$ cat src/rtl/swkcf_regs.svh
// register map, field positions, reset values and timing of the wake config
`ifndef SWKCF_REGS_SVH
`define SWKCF_REGS_SVH
// register indices; byte address is four times the index
`define SWKCF_IDX_FD      8'h3b
`define SWKCF_IDX_TRIM    8'h3c
`define SWKCF_IDX_CAL     8'h3d
`define SWKCF_IDX_UNLOCK  8'h40
`define SWKCF_IDX_ERRCNT  8'h41
// fd tolerance control fields
`define SWKCF_FD_EN_BIT   0
`define SWKCF_FILT_LSB    1
`define SWKCF_FILT_MSB    3
`define SWKCF_ECD_BIT     5
`define SWKCF_FD_WMASK    16'h002f
// wake oscillator trim fields
`define SWKCF_OT_LSB      0
`define SWKCF_OT_MSB      6
`define SWKCF_TC_LSB      7
`define SWKCF_TC_MSB      11
`define SWKCF_RXSEL_BIT   14
`define SWKCF_TRIM_WMASK  16'h4fff
// unlock register and its key
`define SWKCF_KEY_MSB     1
`define SWKCF_TRIM_KEY    2'h3
// reset values
`define SWKCF_FD_RST      16'h0000
`define SWKCF_TRIM_RST    16'h0000
`define SWKCF_CAL_RST     16'h0000
`define SWKCF_UNLOCK_RST  2'h0
// dominant filter timing
`define SWKCF_FILT_STEP_NS 50
`define SWKCF_FILT_LONG_NS 775
`define SWKCF_CLK_PS       4000
`endif

$ cat src/rtl/swkcf_pkg.sv
// types shared by the wake configuration block
package swkcf_pkg;
   typedef logic [15:0] swkcf_reg_t;
   typedef enum logic
   {
      FS_RECESSIVE = 1'b0,
      FS_DOMINANT  = 1'b1
   } swkcf_filt_e;
   typedef enum logic [1:0]
   {
      AXI_OKAY   = 2'b00,
      AXI_SLVERR = 2'b10
   } swkcf_resp_e;
endpackage

$ cat src/rtl/swkcf_top.sv
// selective wake fd tolerance, dominant filter and oscillator trim registers
//
// Notes on behaviour
// - error-counter disable stops the error counter only in fd tolerant mode
// - bus-silence timeout expiry clears error-counter disable in hardware
// - filter codes 0-6 give 50..350 ns in 50 ns steps, code 7 775 ns
// - fd control bit 0 enables fd tolerant mode when 1
// - receiver select bit 14: 0 low-power, 1 standard receiver
// - receiver select is accessible only while trim enable holds 11
// - temperature coefficient trim 11:7 writable only with trim enable 11
// - oscillator coarse trim bits 6:0 writable only with trim enable 11
// - low-power receiver is the default, giving least quiescent current
// - calibration register shows high byte 15:8 and low byte 7:0, read-only
// - reserved bits read zero and ignore writes
//
// The AXI4-Lite slave port is this design's own decision.
`include "swkcf_regs.svh"

module swkcf_top
#(
   parameter int ADDR_W    = 12,
   parameter int ERR_CNT_W = 8
)
(
   input  wire logic                   I_CLK_SYS,
   input  wire logic                   I_RST,
   input  wire logic [ADDR_W-1:0]      S_AXI_AWADDR,
   input  wire logic                   S_AXI_AWVALID,
   output logic                        S_AXI_AWREADY,
   input  wire logic [31:0]            S_AXI_WDATA,
   input  wire logic [3:0]             S_AXI_WSTRB,
   input  wire logic                   S_AXI_WVALID,
   output logic                        S_AXI_WREADY,
   output swkcf_pkg::swkcf_resp_e      S_AXI_BRESP,
   output logic                        S_AXI_BVALID,
   input  wire logic                   S_AXI_BREADY,
   input  wire logic [ADDR_W-1:0]      S_AXI_ARADDR,
   input  wire logic                   S_AXI_ARVALID,
   output logic                        S_AXI_ARREADY,
   output logic [31:0]                 S_AXI_RDATA,
   output swkcf_pkg::swkcf_resp_e      S_AXI_RRESP,
   output logic                        S_AXI_RVALID,
   input  wire logic                   S_AXI_RREADY,
   input  wire logic                   I_SWK_ACTIVE,
   input  wire logic                   I_SILENCE_EXPIRED,
   input  wire logic                   I_FRAME_ERR,
   input  wire logic                   I_CAN_RXD,
   input  wire logic [7:0]             I_CAL_HIGH,
   input  wire logic [7:0]             I_CAL_LOW,
   output logic                        O_FD_TOLERANT_EN,
   output logic                        O_ERR_CNT_RUN,
   output logic [ERR_CNT_W-1:0]        O_ERR_CNT,
   output logic                        O_WAKE_RX_STD,
   output logic [4:0]                  O_TEMP_COEF_TRIM,
   output logic [6:0]                  O_OSC_COARSE_TRIM,
   output logic                        O_RXD_FILT
);
   import swkcf_pkg::*;

   // index of a byte address, as used by both address channels
   function automatic logic [7:0] reg_index(input logic [ADDR_W-1:0] a);
      reg_index = a[9:2];
   endfunction

   // is the address one of ours (word aligned, no upper bits)
   function automatic logic addr_hit(input logic [ADDR_W-1:0] a);
      logic [7:0] i;
      i = a[9:2];
      addr_hit = (a[1:0] == 2'h0) && (a[ADDR_W-1:10] == '0) &&
                 (i == `SWKCF_IDX_FD || i == `SWKCF_IDX_TRIM ||
                  i == `SWKCF_IDX_CAL || i == `SWKCF_IDX_UNLOCK ||
                  i == `SWKCF_IDX_ERRCNT);
   endfunction

   // byte-lane merge of a write into a 16-bit register
   function automatic swkcf_reg_t merge(input swkcf_reg_t old,
                                        input logic [31:0] d,
                                        input logic [3:0] s,
                                        input swkcf_reg_t wmask);
      swkcf_reg_t m;
      m = {{8{s[1]}}, {8{s[0]}}} & wmask;
      merge = (old & ~m) | (d[15:0] & m);
   endfunction

   // filter time in cycles, least time rounded up
   function automatic logic [7:0] filt_cycles(input logic [2:0] code);
      int ns;
      ns = (code == 3'h7) ? `SWKCF_FILT_LONG_NS
                          : (int'(code) + 1) * `SWKCF_FILT_STEP_NS;
      filt_cycles = 8'((ns * 1000 + `SWKCF_CLK_PS - 1) / `SWKCF_CLK_PS);
   endfunction

   // ---------------- bus state ----------------
   logic              aw_full_r, aw_full_nxt;
   logic              w_full_r, w_full_nxt;
   logic [7:0]        aw_idx_r, aw_idx_nxt;
   logic              aw_hit_r, aw_hit_nxt;
   logic [31:0]       wdata_r, wdata_nxt;
   logic [3:0]        wstrb_r, wstrb_nxt;
   logic              bvalid_r, bvalid_nxt;
   swkcf_resp_e       bresp_r, bresp_nxt;
   logic              rvalid_r, rvalid_nxt;
   logic [31:0]       rdata_r, rdata_nxt;
   swkcf_resp_e       rresp_r, rresp_nxt;
   logic              do_write;

   // ---------------- register state ----------------
   swkcf_reg_t        fd_r, fd_nxt;
   swkcf_reg_t        trim_r, trim_nxt;
   swkcf_reg_t        cal_r, cal_nxt;
   logic [1:0]        unlock_r, unlock_nxt;
   logic [ERR_CNT_W-1:0] errcnt_r, errcnt_nxt;
   logic              unlocked;
   logic              cnt_stop;

   // ---------------- filter state ----------------
   swkcf_filt_e       filt_st_r, filt_st_nxt;
   logic [7:0]        dom_cnt_r, dom_cnt_nxt;

   assign unlocked = (unlock_r == `SWKCF_TRIM_KEY);
   // counter only stops in fd tolerant mode
   assign cnt_stop = fd_r[`SWKCF_FD_EN_BIT] & fd_r[`SWKCF_ECD_BIT];
   assign do_write = aw_full_r & w_full_r & ~bvalid_r;

   // write channels: address and data taken in either order, then answer
   always_comb
   begin
      aw_full_nxt = aw_full_r;
      aw_idx_nxt  = aw_idx_r;
      aw_hit_nxt  = aw_hit_r;
      w_full_nxt  = w_full_r;
      wdata_nxt   = wdata_r;
      wstrb_nxt   = wstrb_r;
      bvalid_nxt  = bvalid_r;
      bresp_nxt   = bresp_r;
      if (S_AXI_AWVALID && S_AXI_AWREADY)
      begin
         aw_full_nxt = 1'b1;
         aw_idx_nxt  = reg_index(S_AXI_AWADDR);
         aw_hit_nxt  = addr_hit(S_AXI_AWADDR);
      end
      if (S_AXI_WVALID && S_AXI_WREADY)
      begin
         w_full_nxt = 1'b1;
         wdata_nxt  = S_AXI_WDATA;
         wstrb_nxt  = S_AXI_WSTRB;
      end
      if (do_write)
      begin
         aw_full_nxt = 1'b0;
         w_full_nxt  = 1'b0;
         bvalid_nxt  = 1'b1;
         // locked trim writes still answer okay
         bresp_nxt   = aw_hit_r ? AXI_OKAY : AXI_SLVERR;
      end
      else if (bvalid_r && S_AXI_BREADY)
      begin
         bvalid_nxt = 1'b0;
      end
   end

   always_ff @(posedge I_CLK_SYS or posedge I_RST)
   begin
      if (I_RST)
      begin
         aw_full_r <= 1'b0;
         aw_idx_r  <= 8'h00;
         aw_hit_r  <= 1'b0;
         w_full_r  <= 1'b0;
         wdata_r   <= 32'h0000_0000;
         wstrb_r   <= 4'h0;
         bvalid_r  <= 1'b0;
         bresp_r   <= AXI_OKAY;
      end
      else
      begin
         aw_full_r <= aw_full_nxt;
         aw_idx_r  <= aw_idx_nxt;
         aw_hit_r  <= aw_hit_nxt;
         w_full_r  <= w_full_nxt;
         wdata_r   <= wdata_nxt;
         wstrb_r   <= wstrb_nxt;
         bvalid_r  <= bvalid_nxt;
         bresp_r   <= bresp_nxt;
      end
   end

   // one write in flight: hold off new beats until the answer is taken
   assign S_AXI_AWREADY = ~aw_full_r & ~bvalid_r;
   assign S_AXI_WREADY  = ~w_full_r & ~bvalid_r;
   assign S_AXI_BVALID  = bvalid_r;
   assign S_AXI_BRESP   = bresp_r;

   // read channel: answer one cycle after the address is taken
   always_comb
   begin
      rvalid_nxt = rvalid_r;
      rdata_nxt  = rdata_r;
      rresp_nxt  = rresp_r;
      if (S_AXI_ARVALID && S_AXI_ARREADY)
      begin
         rvalid_nxt = 1'b1;
         rresp_nxt  = addr_hit(S_AXI_ARADDR) ? AXI_OKAY : AXI_SLVERR;
         rdata_nxt  = 32'h0000_0000;
         if (addr_hit(S_AXI_ARADDR))
         begin
            case (reg_index(S_AXI_ARADDR))
               `SWKCF_IDX_FD:
                  rdata_nxt[15:0] = fd_r & `SWKCF_FD_WMASK;
               `SWKCF_IDX_TRIM:
               begin
                  rdata_nxt[15:0] = trim_r & `SWKCF_TRIM_WMASK;
                  // receiver select hidden while locked
                  if (!unlocked)
                  begin
                     rdata_nxt[`SWKCF_RXSEL_BIT] = 1'b0;
                  end
               end
               `SWKCF_IDX_CAL:
                  rdata_nxt[15:0] = cal_r;
               `SWKCF_IDX_UNLOCK:
                  rdata_nxt[1:0] = unlock_r;
               `SWKCF_IDX_ERRCNT:
                  rdata_nxt[ERR_CNT_W-1:0] = errcnt_r;
               default:
                  rdata_nxt = 32'h0000_0000;
            endcase
         end
      end
      else if (rvalid_r && S_AXI_RREADY)
      begin
         rvalid_nxt = 1'b0;
      end
   end

   always_ff @(posedge I_CLK_SYS or posedge I_RST)
   begin
      if (I_RST)
      begin
         rvalid_r <= 1'b0;
         rdata_r  <= 32'h0000_0000;
         rresp_r  <= AXI_OKAY;
      end
      else
      begin
         rvalid_r <= rvalid_nxt;
         rdata_r  <= rdata_nxt;
         rresp_r  <= rresp_nxt;
      end
   end

   assign S_AXI_ARREADY = ~rvalid_r;
   assign S_AXI_RVALID  = rvalid_r;
   assign S_AXI_RDATA   = rdata_r;
   assign S_AXI_RRESP   = rresp_r;

   // registers, hardware clear and error counter
   always_comb
   begin
      fd_nxt     = fd_r;
      trim_nxt   = trim_r;
      unlock_nxt = unlock_r;
      errcnt_nxt = errcnt_r;
      cal_nxt    = {I_CAL_HIGH, I_CAL_LOW};
      if (do_write && aw_hit_r)
      begin
         case (aw_idx_r)
            `SWKCF_IDX_FD:
               fd_nxt = merge(fd_r, wdata_r, wstrb_r, `SWKCF_FD_WMASK);
            `SWKCF_IDX_TRIM:
               // locked: silently keep the stored trim values
               if (unlocked)
               begin
                  trim_nxt = merge(trim_r, wdata_r, wstrb_r,
                                   `SWKCF_TRIM_WMASK);
               end
            `SWKCF_IDX_UNLOCK:
               if (wstrb_r[0])
               begin
                  unlock_nxt = wdata_r[`SWKCF_KEY_MSB:0];
               end
            default:
               fd_nxt = fd_r;
         endcase
      end
      // expiry wins over a software set in the same cycle
      if (I_SILENCE_EXPIRED)
      begin
         fd_nxt[`SWKCF_ECD_BIT] = 1'b0;
      end
      // counts frame errors during wake, saturating, unless stopped
      if (!I_SWK_ACTIVE)
      begin
         errcnt_nxt = '0;
      end
      else if (I_FRAME_ERR && !cnt_stop && !(&errcnt_r))
      begin
         errcnt_nxt = errcnt_r + 1'b1;
      end
   end

   always_ff @(posedge I_CLK_SYS or posedge I_RST)
   begin
      if (I_RST)
      begin
         fd_r     <= `SWKCF_FD_RST;
         trim_r   <= `SWKCF_TRIM_RST;
         cal_r    <= `SWKCF_CAL_RST;
         unlock_r <= `SWKCF_UNLOCK_RST;
         errcnt_r <= '0;
      end
      else
      begin
         fd_r     <= fd_nxt;
         trim_r   <= trim_nxt;
         cal_r    <= cal_nxt;
         unlock_r <= unlock_nxt;
         errcnt_r <= errcnt_nxt;
      end
   end

   // dominant glitch filter: low must last the selected time to pass
   always_comb
   begin
      filt_st_nxt = filt_st_r;
      dom_cnt_nxt = dom_cnt_r;
      case (filt_st_r)
         FS_RECESSIVE:
            if (I_CAN_RXD)
            begin
               dom_cnt_nxt = 8'h00;
            end
            else if (dom_cnt_r + 8'h01 >=
                     filt_cycles(fd_r[`SWKCF_FILT_MSB:`SWKCF_FILT_LSB]))
            begin
               filt_st_nxt = FS_DOMINANT;
               dom_cnt_nxt = 8'h00;
            end
            else
            begin
               dom_cnt_nxt = dom_cnt_r + 8'h01;
            end
         FS_DOMINANT:
            if (I_CAN_RXD)
            begin
               filt_st_nxt = FS_RECESSIVE;
            end
         default:
            filt_st_nxt = FS_RECESSIVE;
      endcase
   end

   always_ff @(posedge I_CLK_SYS or posedge I_RST)
   begin
      if (I_RST)
      begin
         filt_st_r <= FS_RECESSIVE;
         dom_cnt_r <= 8'h00;
      end
      else
      begin
         filt_st_r <= filt_st_nxt;
         dom_cnt_r <= dom_cnt_nxt;
      end
   end

   // block outputs, all from flops
   assign O_FD_TOLERANT_EN  = fd_r[`SWKCF_FD_EN_BIT];
   assign O_ERR_CNT_RUN     = ~cnt_stop;
   assign O_ERR_CNT         = errcnt_r;
   assign O_WAKE_RX_STD     = trim_r[`SWKCF_RXSEL_BIT];
   assign O_TEMP_COEF_TRIM  = trim_r[`SWKCF_TC_MSB:`SWKCF_TC_LSB];
   assign O_OSC_COARSE_TRIM = trim_r[`SWKCF_OT_MSB:`SWKCF_OT_LSB];
   assign O_RXD_FILT        = (filt_st_r == FS_RECESSIVE);
endmodule

$ cat config.mk
export PLATFORM = sky130hd
export DESIGN_NAME = swkcf_top
export DESIGN_NICKNAME = d
export VERILOG_FILES = /design/src/rtl/swkcf_pkg.sv /design/src/rtl/swkcf_top.sv
export VERILOG_INCLUDE_DIRS = /design/src /design/src/rtl
export SDC_FILE = /design/constraint.sdc
export NUM_CORES = 1
export LEC_CHECK = 0
export BUFFER_PORTS_ARGS = -buffer_cell sky130_fd_sc_hd__buf_4
export CAP_MARGIN = 20
export CORE_ASPECT_RATIO = 0.9
export CORE_MARGIN = 1
export CORE_UTILIZATION = 30
export DETAILED_ROUTE_END_ITERATION = 16
export GPL_TIMING_DRIVEN = 0
export PLACE_DENSITY = 0.58
export SLEW_MARGIN = 20
export SYNTH_ARGS = -nofsm -noshare
export SYNTH_HDL_FRONTEND = slang
export SYNTH_SLANG_ARGS = --single-unit
$ cat constraint.sdc
create_clock -name I_CLK_SYS -period 33.8 [get_ports I_CLK_SYS]
set_input_delay 10.14 -clock I_CLK_SYS [delete_from_list [all_inputs] [get_ports I_CLK_SYS]]
set_output_delay 10.14 -clock I_CLK_SYS [all_outputs]
set_load 0.05 [all_outputs]
# --- Word level (Yosys, flattened, before mapping) ---
# Cells that the tools add are included.
word_totals:
  input_bits: 87
  reg_bits: 134
  output_inout_bits: 65
  wordCells: 127
op_classes:
  addsub: 5
  bitwise: 19
  eq_ne: 16
  reduce_logical: 37
  n_mux: 27
  div_mod_pow: 1
  order_cmp: 1
  multipliers: 2
op_table:
  columns: ["cell", "count"]
  rows:
  - ["$eq 8x6->1 const B", 8]
  - ["$eq 8x7->1 const B", 5]
  - ["$and 16x16->16", 2]
  - ["$div 32x13->32 const B", 1]
  - ["$mux 8", 4]
  - ["$or 16x16->16", 2]
  - ["$pmux 6 s4", 1]
  - ["$sub 21x1->22 const B", 1]
  - ["$add 20x12->21 const B", 1]
  - ["$mul 10x7->17 const B", 1]
  - ["$add 8x1->8 const B", 2]
  - ["$and 16x15->16", 1]
  - ["$and 16x6->16", 1]
  - ["$mux 16", 1]
  - ["$not 15->16", 1]
  - ["$not 6->16", 1]
  - ["$pmux 8 s2", 1]
  - ["$mux 1", 13]
  - ["$logic_and 1x1->1", 12]
  - ["$mux 6", 2]
  - ["$reduce_bool 2->1", 6]
  - ["$mux 10", 1]
  - ["$pmux 2 s5", 1]
  - ["$mul 4x5->9 const B", 1]
  - ["other kinds (15)", 38]

# --- Logic depth before layout (Yosys ltp) ---
logic_depth:
  word_depth: 11
  ltp_mapped: 68
  depth_no_buf: 62

# --- Worst setup path after synthesis ---
# OpenSTA, ideal clock, no wires.
synth_path:
  path_kind: "reg2reg"
  start: "register (tool-made name)"
  end: "register dom_cnt_r[1]"
  stages_incl_launch_ff: 61
  path_buffers: 5
  setup_slack_ns: 20.009
  t_arrival_ns: 13.722
  synth_period_minus_slack_ns: 13.791
  setup_time_ns: 0.069
  required_time_ns: 33.731
  path_cell_list: "dfrtp_1 > buf_1 > nand2_1 > nor2_1 > ha_1 > ha_1 > ha_1 > xor2_1 > nand2b_1 > fa_1 > fa_1 > fa_1 > ha_1 > ha_1 > buf_2 > and3_1 > a222oi_1 > and3_1 > [25 not listed] > buf_2 > a211o_1 > nor3b_4 > o21bai_2 > a21oi_2 > o211ai_1 > ha_1 > nand2b_1 > a21oi_1 > nor2b_1 > o21ai_0 > nand2b_1 > a21oi_1 > nor2b_1 > o21ai_0 > nand2b_1 > a211oi_1 > a32o_1"
synth_lines:
  columns: ["item", "line_no", "rtl"]
  rows:
  - ["end signal, assigned", "swkcf_top.sv:363", "dom_cnt_r <= dom_cnt_nxt;"]
  - ["end, declared", "swkcf_top.sv:118", "logic [7:0] dom_cnt_r, dom_cnt_nxt;"]

==> key figures <==
Die
  – Die area: 34,500 um^2
  – Cell row count: 63
  – I/O pin total: 152
  – Die height: 176 um
  – CORE AREA: 33,100 um^2
  – Initial Util: 0.306
  – Die Span X: 196 um

STA
  – Final setup TNS: 0 ns
  – Slew @ Worst Pin: 0.982 ns
  – Setup Skew: 0.0107 ns
  – Final worst setup slack: 17.91 ns
  – Worst Hold Slack: 0.488 ns
  – Period minus WS final: 15.89 ns
  – Final period util: 0.470
  – Fmax: 62.9 MHz
  – Hold Vio Cnt, Final: 0
  – Setup Viol. Count Final: 0
  – RSZ-0062 raised after global routing: false
  – Rel. slew slack: 0.339
  – Max-slew violation count: 0

Job
  – # Max-Cap Violations: 0

Route
  – Via density: 5.37
  – Routed WL: 28,700 um
  – Starting DRT DRC Count: 618
  – DRC viols: 0
  – Via count: 9,276
  – WL/cell: 16.6 um
  – Final ANT Viol Nets: 0
  – Pre-Repair DR Iteration Count: 5

Min path
  – Tightest Hold Check Type: flip-flop to flip-flop

Pwr
  – Worst ir drop on vdd: 0.0480 mV
  – Leakage: 5.35 nW
  – Cell Pwr Density: 37.8 nW/um^2
  – Total Power: 451 uW

Clock network
  – H-tree Lvls: 3
  – Root buffer cell: clkbuf_16
  – CTS hold repair buffers: 0
  – Post-CTS Resized: 0
  – Clock Path Buffers: 2
  – Cts bufs inserted: 9
  – Worst-Skew Late Latency: 0.35 ns
  – CTS tree: built
  – Clock input transition at the sequential cells of the worst setup and hold paths: 0.07 ns
  – # clock sinks: 99
  – Postcts setup bufs: 0

Cells and area
  – Most common cell after layout, fill and taps aside: buf_4
  – Layout Utilization: 0.360
  – Layout area overhead: 17.5%
  – Antenna diodes: 0
  – Most frequent cells in the layout: buf_4, nand2_1, dfrtp_1
  – Share of cells above drive strength 1: 0.209
  – Number of nets in the layout: 1,476
  – Final Non-Filler Cells: 1,727
  – Fill cell count: 3,418
  – Final instance area: 11,900 um^2

Synth
  – Synth cell types: 117
  – Syn Inst Count: 1,158
  – Cell taking the most area after synthesis: dfrtp_1
  – Synth top area cells: dfrtp_1, ha_1, nand2_1, mux2_2, xnor2_1
  – Yosys reg bits: 99
  – Post-synthesis cell area: 10,100 um^2
  – Post-synth EDFFs: 0
  – Post-synth top flop: dfrtp_1
  – Post-Syn Area per Cell: 8.76 um^2
  – Yosys warns: 0
  – Post-synthesis sequential area ratio: 0.244
  – Post-synth top area share: 0.244
  – Synth async-reset ratio: 1.00

Setup path
  – Type of the worst setup path: flip-flop to flip-flop
  – Required time worst endpoint: 34.07 ns
  – Crit path DAT: 16.16 ns
  – Startpoint Class: flip-flop
  – Delay of the slowest cell on the worst path: 0.62 ns
  – Critical path endpoint category: flip-flop
  – CP max FO: 10
  – Critical-path top delay cell: a21boi_1
  – Most common cell on crit path: ha_1

Place
  – RD Place Congestion: 0.870
  – Post-DP HPWL: 23,000 um
  – Port bufs: 112
  – Placed insts: 1,711
  – Placed instance area: 11,600 um^2
  – Pre-CTS setup slack: 17.65 ns

Global routing
  – Gr ovfl total: 0
  – Tot GR Track Use: 0.165
  – Initial antenna violation count: 0
  – Largest net degree at the start of global routing: 67
  – Vias in the first global route: 8,735
  – First-pass GRT wire length: 46,400 um

Run status
  – Outcome: finished, final reports clean
==> critical path: cells and delay by family (launching register included) <==
family,cells,cell delay [ns]
AO/OA/AOI/OAI,23,6.11
AND/OR/NAND/NOR,20,4.09
adder cells (fa/ha/maj),10,2.96
buffers and inverters,7,1.48
XOR/XNOR,3,0.62
flip-flops,1,0.53
==> routing by layer <==
metal	up-vias	share of wire	GRT usage
met3	26	0.056	0.0306
met5	-	0	0
met2	303	0.45	0.266
met4	0	0.012	0.0286
met1	4429	0.49	0.233
li1	4518	-	-
==> kinds of logic (layout without fill, tap and decap cells) <==
family | count (synthesis) | after routing | synth area share
other | 2 | 20 | 0.000741
and+or+nand+nor | 420 | 420 | 0.213
AOI/OAI and AO/OA | 300 | 300 | 0.231
DFF | 99 | 99 | 0.244
xor gates and xnor gates | 74 | 74 | 0.0699
buffers and inverters | 116 | 245 | 0.0536
adders and majority gates | 91 | 91 | 0.126
muxes | 56 | 56 | 0.0621
==> cells in the mapped netlist, types with 9 or more instances <==
master and n:
a21oi_1 56, a32o_1 11, and2_1 26, o21ai_1 10, a22o_1 9, mux2i_1 12, clkbuf_1 20, o21ai_0 54
nor4_1 14, buf_4 19, nor3_1 23, nand2b_1 17, nand3_1 35, inv_1 52, nand4_1 17, and3_1 11
a211oi_1 9, xor2_1 19, o211ai_1 11, dfrtp_1 99, fa_1 19, ha_1 70, or3_1 12, a31oi_1 9
buf_2 14, xnor2_1 47, mux2_2 40, nor2_1 81, or4_1 10, nand2_1 124
==> worst paths after layout <==
| path | start | endpoint | slack [ns] | cells past startpoint |
|---|---|---|---|---|
| min | aw_hit_r$_DFFE_PP0P_ | aw_hit_r$_DFFE_PP0P_ | 0.49 | 2 |
| max | flip-flop | dom_cnt_r[0]$_DFFE_PP0N_ | 17.91 | 63 |
| min reg2reg | aw_hit_r$_DFFE_PP0P_ | aw_hit_r$_DFFE_PP0P_ | 0.49 | 2 |
| min in group asynchronous | I_RST | cal_r[13]$_DFF_PP0_ | 9.76 | 2 |
| max in group asynchronous | I_RST | S_AXI_RDATA[4]$_DFFE_PP0P_ | 23.39 | 3 |
| max reg2reg | flip-flop | dom_cnt_r[0]$_DFFE_PP0N_ | 17.91 | 63 |
==> cell type report <==
| cell class | count | area (um^2) | share of cell area |
|---|---|---|---|
| Inverter | 56 | 215 | 0.0181 |
| Timing Repair Buffer | 113 | 868 | 0.0729 |
| Buffer | 60 | 333 | 0.0279 |
| Tap cell | 422 | 528 | 0.0443 |
| Multi-Input combinational cell | 961 | 7190 | 0.604 |
| Sequential cell | 99 | 2480 | 0.208 |
| Clock buffer | 11 | 253 | 0.0212 |
| Clock inverter | 5 | 45.0 | 0.00378 |
==> report_power, final <==
group | internal [mW] | leakage (nW) | switching [mW]
registers | 0.137 | 1.28 | 0.0142
logic | 0.0772 | 3.93 | 0.121
clock network | 0.0550 | 0.144 | 0.0467
total | 0.269 | 5.35 | 0.181
No activity file was read; power rests on OpenSTA's default activity.
